**config.mk**
```make
export PLATFORM = sky130hd
export DESIGN_NAME = pac_axis_ctrl
export DESIGN_NICKNAME = d
export VERILOG_FILES = /design/src/rtl/pac_pkg.sv /design/src/rtl/pac_axis_ctrl.sv
export SDC_FILE = /design/constraint.sdc
export NUM_CORES = 1
export LEC_CHECK = 0
export BUFFER_PORTS_ARGS = -buffer_cell sky130_fd_sc_hd__buf_2
export CORE_MARGIN = 5
export CORE_UTILIZATION = 28
export CTS_BUF_LIST = sky130_fd_sc_hd__clkbuf_16
export DETAILED_ROUTE_END_ITERATION = 7
export GPL_TIMING_DRIVEN = 0
export PLACE_DENSITY = 0.59
export SYNTH_ARGS = -nofsm -noshare
export SYNTH_HDL_FRONTEND = slang
export SYNTH_SLANG_ARGS = --single-unit
```
**constraint.sdc**
```tcl
create_clock -name i_mclk -period 1.43 [get_ports i_mclk]
set_clock_uncertainty 0.15 [all_clocks]
set_input_delay 0 -clock i_mclk [delete_from_list [all_inputs] [get_ports i_mclk]]
set_output_delay 0 -clock i_mclk [all_outputs]
set_load 0.02 [all_outputs]
```
**src/rtl/pac_pkg.sv**
```systemverilog
// Constants and types shared by the positioner axis control word decoder.
package pac_pkg;

  typedef enum logic [1:0] {
    PAC_UNIT_WORD = 2'h0,
    PAC_UNIT_BYTE = 2'h1,
    PAC_UNIT_MODULE = 2'h2
  } pac_unit_t;

  localparam logic [15:0] PAC_HEAD_ADDR_DEF = 16'h0000;
  localparam logic [1:0] PAC_POS_WORD = 2'h0;
  localparam logic [1:0] PAC_CTRL_WORD = 2'h1;
  localparam logic [15:0] PAC_POS_RST = 16'h0000;
  localparam logic [15:0] PAC_CTRL_RST = 16'h0000;
  localparam logic [15:0] PAC_POS_MASK = 16'h007f;
  localparam logic [15:0] PAC_CTRL_MASK = 16'h877f;
  localparam logic [6:0] PAC_DONE_POS_RST = 7'h00;

  typedef struct packed {
    logic brake_force_release;
    logic [3:0] unassigned;
    logic teach_mode;
    logic position_import_cmd;
    logic jog_away_home;
    logic unassigned_b7;
    logic jog_param_set_select;
    logic inching_select;
    logic servo_enable;
    logic fault_reset_cmd;
    logic pause_cmd;
    logic home_cmd;
    logic move_start_cmd;
  } pac_ctrl_t;

  typedef struct packed {
    logic [4:0] other_hi;
    logic teach_mode_status;
    logic import_done_flag;
    logic [1:0] other_mid;
    logic [6:0] completed_position_number;
  } pac_status_t;

  typedef enum logic [2:0] {
    PAC_IDLE = 3'h1,
    PAC_HOMING = 3'h2,
    PAC_MOVING = 3'h4
  } pac_state_t;

endpackage

```
**src/rtl/pac_axis_ctrl.sv**
```systemverilog
// Decoder of one axis's cyclic control image in positioner modes 1 and 2.
module pac_axis_ctrl #(
  parameter pac_pkg::pac_unit_t ADDR_UNIT = pac_pkg::PAC_UNIT_WORD,
  parameter logic [15:0] HEAD_ADDR = pac_pkg::PAC_HEAD_ADDR_DEF
) (
  input wire logic i_mclk,
  input wire logic i_srst,
  input wire logic i_wr_en,
  input wire logic [15:0] i_wr_addr,
  input wire logic [1:0] i_wr_sub,
  input wire logic [15:0] i_wr_data,
  input wire logic i_home_done,
  input wire logic i_move_done,
  input wire logic i_import_done,
  input wire logic i_alarm,
  input wire logic [6:0] i_alarm_code,
  output logic o_brake_force_release,
  output logic o_teach_mode,
  output logic o_position_import,
  output logic o_jog_away_home,
  output logic o_jog_param_set_select,
  output logic o_inching_select,
  output logic o_servo_enable,
  output logic o_fault_reset,
  output logic o_pause_cmd,
  output logic o_home_start,
  output logic o_move_start,
  output logic o_homing_busy,
  output logic o_moving_busy,
  output logic [6:0] o_target_position_number,
  output pac_pkg::pac_status_t o_status_word
);

  // ****************************************
  // Address decode
  // ****************************************
  logic [15:0] rel_addr;
  logic [1:0] word_sel;
  logic addr_hit;
  logic wr_pos;
  logic wr_ctrl;

  assign rel_addr = i_wr_addr - HEAD_ADDR;
  // Byte units need an even address; a module spans four words picked by i_wr_sub.
  assign word_sel = (ADDR_UNIT == pac_pkg::PAC_UNIT_MODULE) ? i_wr_sub :
                    (ADDR_UNIT == pac_pkg::PAC_UNIT_BYTE) ? rel_addr[2:1] : rel_addr[1:0];
  assign addr_hit = (ADDR_UNIT == pac_pkg::PAC_UNIT_MODULE) ? (rel_addr == 16'h0000) :
                    (ADDR_UNIT == pac_pkg::PAC_UNIT_BYTE) ? (rel_addr[15:3] == 13'h0000 && !rel_addr[0]) :
                    (rel_addr[15:2] == 14'h0000);
  assign wr_pos = i_wr_en & addr_hit & (word_sel == pac_pkg::PAC_POS_WORD);
  assign wr_ctrl = i_wr_en & addr_hit & (word_sel == pac_pkg::PAC_CTRL_WORD);

  // ****************************************
  // Image registers
  // ****************************************
  logic [15:0] axis_command_position;
  pac_pkg::pac_ctrl_t axis_control_word;
  pac_pkg::pac_ctrl_t ctrl_q;

  // Unassigned bits are masked off on write so they can steer nothing.
  always_ff @(posedge i_mclk) begin
    if (i_srst) begin
      axis_command_position <= pac_pkg::PAC_POS_RST;
      axis_control_word <= pac_pkg::PAC_CTRL_RST;
      ctrl_q <= pac_pkg::PAC_CTRL_RST;
    end else begin
      if (wr_pos) begin
        axis_command_position <= i_wr_data & pac_pkg::PAC_POS_MASK;
      end
      if (wr_ctrl) begin
        axis_control_word <= i_wr_data & pac_pkg::PAC_CTRL_MASK;
      end
      ctrl_q <= axis_control_word;
    end
  end

  // ****************************************
  // Edge detection and sequencing
  // ****************************************
  logic home_rise;
  logic move_rise;
  logic reset_rise;
  logic import_rise;
  logic home_go;
  logic move_go;
  logic import_go;
  pac_pkg::pac_state_t state;
  pac_pkg::pac_state_t next_state;

  assign home_rise = axis_control_word.home_cmd & ~ctrl_q.home_cmd;
  assign move_rise = axis_control_word.move_start_cmd & ~ctrl_q.move_start_cmd;
  assign reset_rise = axis_control_word.fault_reset_cmd & ~ctrl_q.fault_reset_cmd;
  assign import_rise = axis_control_word.position_import_cmd & ~ctrl_q.position_import_cmd;
  // Homing wins when both edges land together; no start is taken during an alarm.
  assign home_go = (state == pac_pkg::PAC_IDLE) & ~i_alarm & home_rise;
  assign move_go = (state == pac_pkg::PAC_IDLE) & ~i_alarm & ~home_rise & move_rise;
  assign import_go = import_rise & axis_control_word.teach_mode;

  // A sequence ends only on its done report or an alarm, never on the command bit.
  always_comb begin
    next_state = state;
    case (state)
      pac_pkg::PAC_IDLE: begin
        if (home_go) begin
          next_state = pac_pkg::PAC_HOMING;
        end else if (move_go) begin
          next_state = pac_pkg::PAC_MOVING;
        end
      end
      pac_pkg::PAC_HOMING: begin
        if (i_home_done | i_alarm) begin
          next_state = pac_pkg::PAC_IDLE;
        end
      end
      pac_pkg::PAC_MOVING: begin
        if (i_move_done | i_alarm) begin
          next_state = pac_pkg::PAC_IDLE;
        end
      end
      default: begin
        next_state = pac_pkg::PAC_IDLE;
      end
    endcase
  end

  // ****************************************
  // Completed position and import flag
  // ****************************************
  logic [6:0] done_pos;
  logic import_done_flag;
  logic [6:0] next_status_pos;

  assign next_status_pos = i_alarm ? i_alarm_code : done_pos;

  always_ff @(posedge i_mclk) begin
    if (i_srst) begin
      state <= pac_pkg::PAC_IDLE;
      done_pos <= pac_pkg::PAC_DONE_POS_RST;
      import_done_flag <= 1'b0;
    end else begin
      state <= next_state;
      if ((state == pac_pkg::PAC_MOVING) & i_move_done) begin
        done_pos <= o_target_position_number;
      end
      // A finishing import sets the flag even while the command bit is being cleared.
      if (i_import_done) begin
        import_done_flag <= 1'b1;
      end else if (!axis_control_word.position_import_cmd) begin
        import_done_flag <= 1'b0;
      end
    end
  end

  // ****************************************
  // Registered outputs
  // ****************************************
  always_ff @(posedge i_mclk) begin
    if (i_srst) begin
      o_brake_force_release <= 1'b0;
      o_teach_mode <= 1'b0;
      o_position_import <= 1'b0;
      o_jog_away_home <= 1'b0;
      o_jog_param_set_select <= 1'b0;
      o_inching_select <= 1'b0;
      o_servo_enable <= 1'b0;
      o_fault_reset <= 1'b0;
      o_pause_cmd <= 1'b0;
      o_home_start <= 1'b0;
      o_move_start <= 1'b0;
      o_homing_busy <= 1'b0;
      o_moving_busy <= 1'b0;
      o_target_position_number <= pac_pkg::PAC_DONE_POS_RST;
      o_status_word <= '0;
    end else begin
      o_brake_force_release <= axis_control_word.brake_force_release;
      o_teach_mode <= axis_control_word.teach_mode;
      o_position_import <= import_go;
      o_jog_away_home <= axis_control_word.jog_away_home;
      o_jog_param_set_select <= axis_control_word.jog_param_set_select;
      o_inching_select <= axis_control_word.inching_select;
      o_servo_enable <= axis_control_word.servo_enable;
      o_fault_reset <= reset_rise;
      o_pause_cmd <= axis_control_word.pause_cmd;
      o_home_start <= home_go;
      o_move_start <= move_go;
      o_homing_busy <= (next_state == pac_pkg::PAC_HOMING);
      o_moving_busy <= (next_state == pac_pkg::PAC_MOVING);
      if (move_go) begin
        o_target_position_number <= axis_command_position[6:0];
      end
      o_status_word.completed_position_number <= next_status_pos;
      o_status_word.import_done_flag <= import_done_flag;
      o_status_word.teach_mode_status <= axis_control_word.teach_mode;
    end
  end
endmodule

```
==> results of run 1 <==
worst register-to-register path: stages (launching register included):
cell and delay (ps):
dfxtp_2 330, nand2b_4 140, or3_4 340, or2_1 220, a31o_1 170
routing by layer:
| metal | GRT usage | vias up |
|---|---|---|
| met5 | 0 | - |
| met4 | 0.0528 | 0 |
| met3 | 0.0417 | 9 |
| met2 | 0.189 | 51 |
| met1 | 0.129 | 867 |
| li1 | - | 976 |
power by group through the flow:
stage	combinational [mW]	clock (mW)	sequential, mW
5_1_grt	0.306	2.32	1.71
4_1_cts	0.279	2.24	1.71
2_1_floorplan	0.0995	0	1.76
3_3_place_gp	0.211	0	1.75
6_report	0.280	2.19	1.72
3_5_place_dp	0.215	0	1.75
cells by family after synthesis:
family	Yosys count	synth area share
compound gates	43	0.0981
buf+inv	22	0.0636
flops	61	0.535
mux	21	0.0921
other cells	1	0.00164
simple gates	74	0.210
cell usage after synthesis:
library cell,count
buf_2,2
conb_1,1
nand3b_1,1
nor4_4,3
buf_6,4
nor2_1,24
mux2i_1,21
nor3b_1,1
a211oi_1,2
nand4_2,1
o21ai_0,10
or3_1,1
nor4b_2,1
or2_1,1
and4_1,1
clkbuf_1,6
nand2_4,1
a31o_1,1
nor4_1,1
a21oi_1,10
inv_1,1
nand3_1,7
and3b_1,1
nand2b_1,12
nor2b_1,15
buf_4,8
nor4b_4,1
o21ai_1,20
dfxtp_1,61
buf_1,1
nand2_1,2
metrics by stage:
stage | hold slack [ps] | util | total power, mW | TNS, ps
4_1_cts | -170 | 0.421 | 4.24 | -65.5
3_5_place_dp | 74.9 | 0.343 | 1.96 | -479
3_3_place_gp | 60.5 | 0.343 | 1.96 | -88.1
2_1_floorplan | -60.9 | - | 1.86 | 0
6_report | -64.5 | 0.423 | 4.19 | -96.8
5_1_grt | -44.5 | 0.423 | 4.34 | -802
cell type report:
class | instances | area, um^2 | area share
multi-input cells | 145 | 966 | 0.282
flip-flops and latches | 61 | 1220 | 0.358
plain buffers | 21 | 144 | 0.0420
repair buffers | 99 | 652 | 0.190
clock buffers | 9 | 225 | 0.0657
clock inverters | 6 | 78.8 | 0.0230
well taps | 105 | 131 | 0.0383
inverters | 1 | 3.75 | 0.00110
state kept, by name, indices dropped and copies added, names as in the netlist, 3 cells and up:
signal	cells
o_target_position_number	7
done_pos	7
axis_control_word	11
axis_command_position	7
ctrl_q	4
o_status_word	8
state	3
repair_timing:
action	CTS	global route
hold buffers	29	1
pin swaps	2	2
setup endpoints to repair	17	17
gates resized for setup	6	3
cloned	0	0
endpoints found under the hold margin	36	4
buffers inserted	1	0
final timing paths:
path	startpoint	end	slack [ps]	cells after the start
max	state[0]$_SDFF_PP1_	state[0]$_SDFF_PP1_	-30	4
min	i_alarm	o_home_start$_SDFF_PP0_	-60	4
max reg2reg	state[0]$_SDFF_PP1_	state[0]$_SDFF_PP1_	-30	4
min reg2reg	ctrl_q[3]$_SDFF_PP0_	o_fault_reset$_SDFF_PP0_	230	1
==> reports/qor.txt, run 1 <==
CTS clk-pin slew, worst paths -> 50 ps
DPL Wire Length -> 3750 um
leading cell type in the layout, fill and taps excluded -> buf_2
slowest stage cell on the critical path -> or3_4
routability cong. -> 0.739
final worst-path setup slack -> -28.0 ps
Port Buffers -> 68
layout cells sized above 1 -> 0.316
leading post-synthesis cells by cell area -> dfxtp_1 (53%), mux2i_1 (9.2%), o21ai_1 (4.4%), nor2b_1 (4.1%), nor2_1 (3.9%)
initial antenna violation count -> 0
row count -> 33
CP max FO -> 3
Post-DRT Antenna Nets -> 0
Final Cell Area -> 0.00343 mm^2
CP arrival -> 1520 ps
Synth top area share -> 0.535
Tmin final -> 1460 ps
Clock Power Share -> 0.523
gr ovfl total -> 0
via count -> 1903
Hold Path Class -> input pin to flop
clock sink count -> 61
outcome -> finished, violations left
RSZ-0062 raised after global routing -> yes
Syn Area/Cell -> 10.3 um^2
highest routed layer -> met4
Buf/Inv on CP -> 0
clk buf depth -> 2
Starting Density -> 0.282
post-synth cell types -> 31
Final setup viols -> 8
post-route clock period utilization -> 1.02
via count of the first global-routing pass -> 1956
CTS H-tree lvls -> 3
CORE AREA -> 0.00809 mm^2
worst path cell trace -> nand2b_4, or3_4, or2_1, a31o_1
DRT iter0 DRCs -> 83
clk_lat worst skew -> 320 ps
Boundary Pins -> 84
Synth Warn # -> 0
Seq pwr share -> 0.410
met3 WL -> 377 um
Non-Filler Instances -> 447
switch share -> 0.199
met1 wire length -> 2310 um
Hold Vio Cnt, Final -> 6
dpl cells -> 401
# DRC -> 0
share of the yosys chip area belonging to registers -> 0.535
maximum VDD drop -> 0.000466 V
Die Y -> 100 um
Largest stage delay, worst path -> 340 ps
via/cell ratio -> 4.26
DRT Pass-1 Iters -> 4
post-synthesis register bit count -> 61
Total Routing Usage GR -> 0.114
metal2 WL -> 2620 um
CTS Buf Count -> 9
static leakage power -> 1.53 nW
Synth area leader -> dfxtp_1
Internal -> 3.35 mW
combinational cell fraction of total power -> 0.067
mapped cell area -> 0.00228 mm^2
fill count -> 822
Top delay family on crit path -> simple AND/OR/NAND/NOR gates
CTS root buf -> clkbuf_16
hold slack -> -64.5 ps
Cells after Synth -> 222
first-pass GRT wire length -> 8960 um
die area -> 0.0101 mm^2
most frequent cells in the layout -> buf_2 (69), dfxtp_1 (58), dlygate4sd3_1 (30)
CTS tree -> done
area delta synth->final -> 50.0%
Peak Freq -> 686 MHz
dpl cell area -> 0.00278 mm^2
number of diodes -> 0
nets@finish -> 386
Worst setup EP type -> flop
Power Dens Cells -> 1220 mW/mm^2
largest net degree at the start of global routing -> 11
number of max-cap violations -> 0
Setup CP Type -> flop to flop
WP data required -> 1490 ps
wire length per cell -> 12.1 um
Die W -> 100 um
violated checks -> hold timing, setup timing
Post-Route WL -> 5410 um
pre-CTS WS -> -54.5 ps
Critical Path Source Type -> flop
Slew Viols, Final -> 0
switching power -> 0.835 mW
Power figures use the tool's default switching activity.
==> run 2, diff against run 1 <==
TNS_END_PERCENT = 50   (was unset)
==> run 2 against run 1 <==
  * Largest power group unchanged
  * Critical endpoint unchanged
  * Register-to-register slack hardly changed
  * Combinational power about the same
  * Flip-flop and latch count is the same
  * Clock power about the same
  * Critical path type unchanged
  * The flow still finishes with violations (hold timing, setup timing)
==> reports/qor.txt, run 2 (same netlist as run 1, synthesis figures left out) <==
layout cells sized above 1 -> 0.310 (-0.00585)
CTS tree -> done
post-route clock period utilization -> 1.02 (-0.00323)
Final Cell Area -> 0.00342 mm^2 (-0.18%)
outcome -> finished, violations left
initial antenna violation count -> 0 (unchanged)
Boundary Pins -> 84 (unchanged)
Setup CP Type -> flop to flop
Post-DRT Antenna Nets -> 0 (unchanged)
FF+latch area -> 0.00122 mm^2 (-0.10%)
Post-Route WL -> 5410 um (about the same)
area delta synth->final -> 49.8%
violated checks -> hold timing, setup timing
setup TNS -> -102 ps (-5.03 ps)
Hold Path Class -> input pin to flop
Peak Freq -> 688 MHz (+0.32%)
via count of the first global-routing pass -> 1956 (unchanged)
via/cell ratio -> 4.27 (+0.21%)
CTS clk-pin slew, worst paths -> 50 ps (about the same)
CORE AREA -> 0.00809 mm^2 (unchanged)
DPL Wire Length -> 3750 um (unchanged)
DRT iter0 DRCs -> 89 (+7.2%)
pre-CTS WS -> -54.5 ps (unchanged)
wire length per cell -> 12.1 um (about the same)
Finished Core Util -> 0.423 (-0.000773)
Worst setup EP type -> flop
CP arrival -> 1510 ps (about the same)
fill count -> 824 (+0.24%)
Hold Vio Cnt, Final -> 6 (unchanged)
Port Buffers -> 68 (unchanged)
CTS Buf Count -> 9 (unchanged)
maximum VDD drop -> 0.000465 V (about the same)
area occupied by multi-input gates -> 961 um^2 (-0.52%)
RSZ-0062 raised after global routing -> yes
CTS H-tree lvls -> 3 (unchanged)
CTS root buf -> clkbuf_16
hold slack -> -65.7 ps (-1.14 ps)
routability cong. -> 0.739 (unchanged)
gr ovfl total -> 0 (unchanged)
# DRC -> 0 (unchanged)
largest net degree at the start of global routing -> 11 (unchanged)
Tmin final -> 1450 ps (-4.62 ps)
largest register by flop count -> axis_control_word
Total Routing Usage GR -> 0.114 (unchanged)
number of max-cap violations -> 0 (unchanged)
dpl cell area -> 0.00278 mm^2 (unchanged)
Pwr Total -> 4.18 mW (-0.11%)
Starting Density -> 0.282 (unchanged)
static leakage power -> 1.53 nW (-0.13%)
clock sink count -> 61 (unchanged)
top flop regs -> axis_control_word (11), o_status_word (8)
Slew Viols, Final -> 0 (unchanged)
Non-Filler Instances -> 447 (unchanged)
number of diodes -> 0 (unchanged)
Critical Path Source Type -> flop
Die W -> 100 um (unchanged)
CP max FO -> 3 (unchanged)
Final setup viols -> 8 (unchanged)
most frequent cells in the layout -> buf_2 (69), dfxtp_1 (59), dlygate4sd3_1 (30)
first-pass GRT wire length -> 8960 um (unchanged)
leading cell type in the layout, fill and taps excluded -> buf_2
via count -> 1907 (+0.21%)
nets@finish -> 386 (unchanged)
max reg flops -> 11 (unchanged)
clk buf depth -> 2 (unchanged)
row count -> 33 (unchanged)
Die Y -> 100 um (unchanged)
die area -> 0.0101 mm^2 (unchanged)
dpl cells -> 401 (unchanged)
clk_lat worst skew -> 320 ps (about the same)
DRT Pass-1 Iters -> 4 (unchanged)
final worst-path setup slack -> -23.4 ps (+4.62 ps)
Power Dens Cells -> 1220 mW/mm^2 (about the same)
WP data required -> 1490 ps (about the same)
==> run 2: cell counts in the layout (fill, tap and decap cells not counted) <==
No cell type changed its count.
==> run 2: routing by layer <==
metal / part of all wire / track usage
met1: 0.42 / 0.129
met2: 0.49 / 0.189
met3: 0.068 / 0.0417
met4: 0.018 / 0.0528
met5: 0 / 0
==> run 2: final timing paths <==
kind	start	cells past startpoint	slack, ps	endpoint
hold / removal	i_alarm	4	-70	o_home_start$_SDFF_PP0_
hold reg to reg	ctrl_q[3]$_SDFF_PP0_	1	230	o_fault_reset$_SDFF_PP0_
setup reg to reg	state[0]$_SDFF_PP1_	4	-20	state[0]$_SDFF_PP1_
setup / recovery	state[0]$_SDFF_PP1_	4	-20	state[0]$_SDFF_PP1_
==> run 2: report_power, final <==
part / internal [mW] / leakage, nW / switching, mW / total [mW]
sequential: 1.71 / 0.493 / 0.00247 / 1.72
combinational: 0.145 / 0.889 / 0.134 / 0.279
clock: 1.49 / 0.144 / 0.694 / 2.19
total: 3.35 / 1.53 / 0.831 / 4.18
==> run 2: area by class of cell <==
| cell class | count | area share |
|---|---|---|
| multi-input cells | 145 | 0.281 |
| well taps | 105 | 0.0384 |
| clock inverters | 6 | 0.0231 |
| plain buffers | 21 | 0.0421 |
| repair buffers | 99 | 0.191 |
| flip-flops and latches | 61 | 0.358 |
| inverters | 1 | 0.00110 |
| clock buffers | 9 | 0.0659 |
==> run 2: worst max-delay path, stage by stage (launching register included) <==
cell and delay, ps:
dfxtp_2 330, nand2b_4 140, or3_4 330, or2_1 220, a31o_1 170
==> run 2: timing repair <==
action	in CTS	in global routing
buffers inserted	1	0
resized for setup	6	1
setup endpoints to repair	17	17
hold endpoints to repair	36	4
pin swaps	2	2
hold buffers	29	1
==> run 3, diff against run 2 <==
ABC_AREA = 1   (was unset)
==> run 3 against run 2 <==
  * The flow finishes with violations (hold timing)
  * Hold slack gained 60 ps
  * First-iteration DRC count is 39% lower
  * Sequential share of layout area is essentially flat
  * Power decreased by 2.0%
  * Global-route usage barely moved
  * Final area is essentially flat
  * Largest power group unchanged
==> reports/qor.txt, run 3 <==
outcome -> finished, violations left
violated checks -> hold timing
CTS H-tree lvls -> 3 (unchanged)
die area -> 0.0100 mm^2 (-0.20%)
Tmin final -> 1350 ps (-101 ps)
clock sink count -> 61 (unchanged)
Pwr Total -> 4.10 mW (-2.0%)
CTS root buf -> clkbuf_16
clk_lat worst skew -> 310 ps (about the same)
top-count cell post-synth -> nor2_1
leading post-synthesis cells by cell area -> dfxtp_1 (54%), nor2_1 (13%), nand2_1 (7.7%), inv_1 (5.3%), o21ai_0 (4.8%)
Setup CP Type -> flop to flop
Largest stage delay, worst path -> 310 ps (-20 ps)
Hold Startpoint -> i_alarm
DRT Pass-1 Iters -> 4 (unchanged)
DRT iter0 DRCs -> 54 (-39%)
Slew Viols, Final -> 0 (unchanged)
post-route clock period utilization -> 0.946 (-0.0706)
Synth top area share -> 0.536 (+0.00117)
top cell types by occurrence after synthesis -> nor2_1 (80), dfxtp_1 (61), nand2_1 (47)
Synth area leader -> dfxtp_1
share of the yosys chip area belonging to registers -> 0.536 (+0.00117)
Syn Area/Cell -> 7.59 um^2 (-26%)
Buf/Inv on CP -> 2 (+2)
Peak Freq -> 739 MHz (+7.5%)
dpl cell area -> 0.00278 mm^2 (unchanged)
Crit Reg-Reg Endpoint -> o_target_position_number[1]$_SDFFE_PP0P_
Die W -> 100 um (about the same)
switching power -> 0.776 mW (-6.6%)
CORE AREA -> 0.00805 mm^2 (-0.51%)
top flop regs -> axis_control_word (11), o_status_word (8)
Port Buffers -> 69 (+1.5%)
RSZ-0062 raised after global routing -> yes
via count of the first global-routing pass -> 2131 (+8.9%)
number of max-cap violations -> 0 (unchanged)
mapped cell area -> 0.00228 mm^2 (-0.22%)
Finished Core Util -> 0.425 (+0.00201)
Power Dens Cells -> 1200 mW/mm^2 (-1.9%)
Slew Limit Headroom -> 0.663
DPL Wire Length -> 3970 um (+5.9%)
slowest stage cell on the critical path -> dfxtp_1
post-synthesis register bit count -> 61 (unchanged)
R2R Path Start -> state[1]$_SDFF_PP0_
worst path cell trace -> inv_1, nand2_1, nor2_4, nand2_2, nor2_4, buf_4, o21ai_0, nor2_1
row count -> 33 (unchanged)
most frequent cells in the layout -> nor2_1 (77), buf_2 (71), dfxtp_1 (60)
Internal -> 3.32 mW (-0.82%)
switch share -> 0.189 (-0.00937)
CP max FO -> 5 (+2)
routability cong. -> 0.767 (+3.7%)
CTS Buf Count -> 9 (unchanged)
Post-Route WL -> 5510 um (+1.8%)
hold slack -> -5.60 ps (+60.1 ps)
maximum VDD drop -> 0.000791 V (+70%)
CTS clk-pin slew, worst paths -> 50 ps (about the same)
Starting Density -> 0.283 (+0.000825)
wire length per cell -> 10.4 um (-14%)
Post-DRT Antenna Nets -> 0 (unchanged)
max reg flops -> 11 (unchanged)
worst hold stages -> 5 (+1)
Hold Path Class -> input pin to flop
fill count -> 815 (-1.1%)
nets@finish -> 468 (+21%)
Main synth FF type -> dfxtp_1
CTS tree -> done
clk buf depth -> 2 (unchanged)
area delta synth->final -> 50.0%
combinational cell fraction of total power -> 0.061 (-0.006)
gr ovfl total -> 0 (unchanged)
crit-path most repeated cell -> nor2_4
CP arrival -> 1450 ps (-60 ps)
leading cell type in the layout, fill and taps excluded -> nor2_1
Least-Margin Pin Slew -> 506 ps
Total Routing Usage GR -> 0.113 (-0.000369)
worst r2r path cells -> 8 (+4)
post-synth cell types -> 21 (-32%)
Critical Path Source Type -> flop
asr flop ratio synth -> 0 (unchanged)
Final Cell Area -> 0.00342 mm^2 (about the same)
via count -> 2154 (+13%)
Crit path depth -> 8 (+4)
Die Y -> 100 um (about the same)
Clock Power Share -> 0.519 (-0.004)
Worst setup EP type -> flop
largest register by flop count -> axis_control_word
static leakage power -> 1.73 nW (+14%)
Seq pwr share -> 0.420 (+0.010)
number of diodes -> 0 (unchanged)
Synth Warn # -> 0 (unchanged)
Boundary Pins -> 84 (unchanged)
R2R setup slack -> 80 ps (+100 ps)
# DRC -> 0 (unchanged)
Cells after Synth -> 300 (+35%)
number of synthesized flops with an enable pin -> 0 (unchanged)
Final setup viols -> 0 (-8)
layout cells sized above 1 -> 0.280 (-0.0303)
Hold Vio Cnt, Final -> 1 (-5)
WP data required -> 1530 ps (+40 ps)
largest net degree at the start of global routing -> 11 (unchanged)
first-pass GRT wire length -> 9050 um (+0.91%)
initial antenna violation count -> 0 (unchanged)
Top delay family on crit path -> simple AND/OR/NAND/NOR gates
Worst Hold Endpoint -> state[0]$_SDFF_PP1_
via/cell ratio -> 4.09 (-4.2%)
## run 3: logic make-up after synthesis
kind of cell           after synthesis  share of synthesized area
flip-flops                          61                      0.536
AND/OR/NAND/NOR                    145                      0.261
other                                1                    0.00165
buffers and inverters               53                      0.112
AO/OA/AOI/OAI                       40                     0.0890
## run 3: worst min-delay path: cells and delay by family
kind | cells | cell delay (ps)
buf+inv | 2 | 210
compound gates | 1 | 110
simple gates | 2 | 100
## run 3: area by class of cell
type,count,area [um^2],area share
buffer,19,134,0.0392
clock buffer,9,225,0.0659
clock inverter,4,67.6,0.0198
inverter,34,128,0.0373
multi-input combinational,192,837,0.245
sequential,61,1220,0.358
tap,105,131,0.0384
timing repair buffer,103,673,0.197
## run 3: metrics by stage
step / cells / setup WS, ps / setup TNS (ps)
floorplan: 306 / 196 / 0
global placement: 480 / 54.6 / 0
global route: 527 / -24.0 / -98.6
finish: 527 / 77.6 / 0
CTS: 521 / 26.2 / 0
detailed placement: 480 / 40.4 / 0
## run 3: how the worst max path moves through the flow
stage                                    from                                        to  slack (ps)
final                     state[1]$_SDFF_PP0_  o_target_position_number[1]$_SDFFE_PP0P_          80
after floorplan           state[1]$_SDFF_PP0_  o_target_position_number[0]$_SDFFE_PP0P_         200
after global routing      state[0]$_SDFF_PP1_                  done_pos[4]$_SDFFE_PP0P_         -20
after CTS                        i_wr_addr[3]         axis_control_word[1]$_SDFFE_PP0P_          30
after global placement    state[1]$_SDFF_PP0_  o_target_position_number[4]$_SDFFE_PP0P_          50
after detailed placement  state[1]$_SDFF_PP0_  o_target_position_number[4]$_SDFFE_PP0P_          40
## run 3: power groups by stage
| stage | clock network [mW] | registers (mW) | logic [mW] |
|---|---|---|---|
| after detailed placement | 0 | 1.75 | 0.191 |
| after floorplan | 0 | 1.77 | 0.0866 |
| after global routing | 2.28 | 1.72 | 0.276 |
| after global placement | 0 | 1.75 | 0.190 |
| after CTS | 2.17 | 1.72 | 0.247 |
| final | 2.13 | 1.72 | 0.252 |
## run 3: layer usage
layer  part of all wire  up-vias  GRT usage
li1                   -     1143          -
met1               0.46      934      0.129
met2               0.45       68      0.192
met3              0.078        9     0.0424
met4              0.014        0     0.0425
met5                  0        -          0
## run 3: timing repair
action	in CTS	in global routing
hold buffers	28	1
endpoints found under the setup margin	0	14
endpoints found under the hold margin	35	2
buffers inserted	0	5
resized for setup	0	10
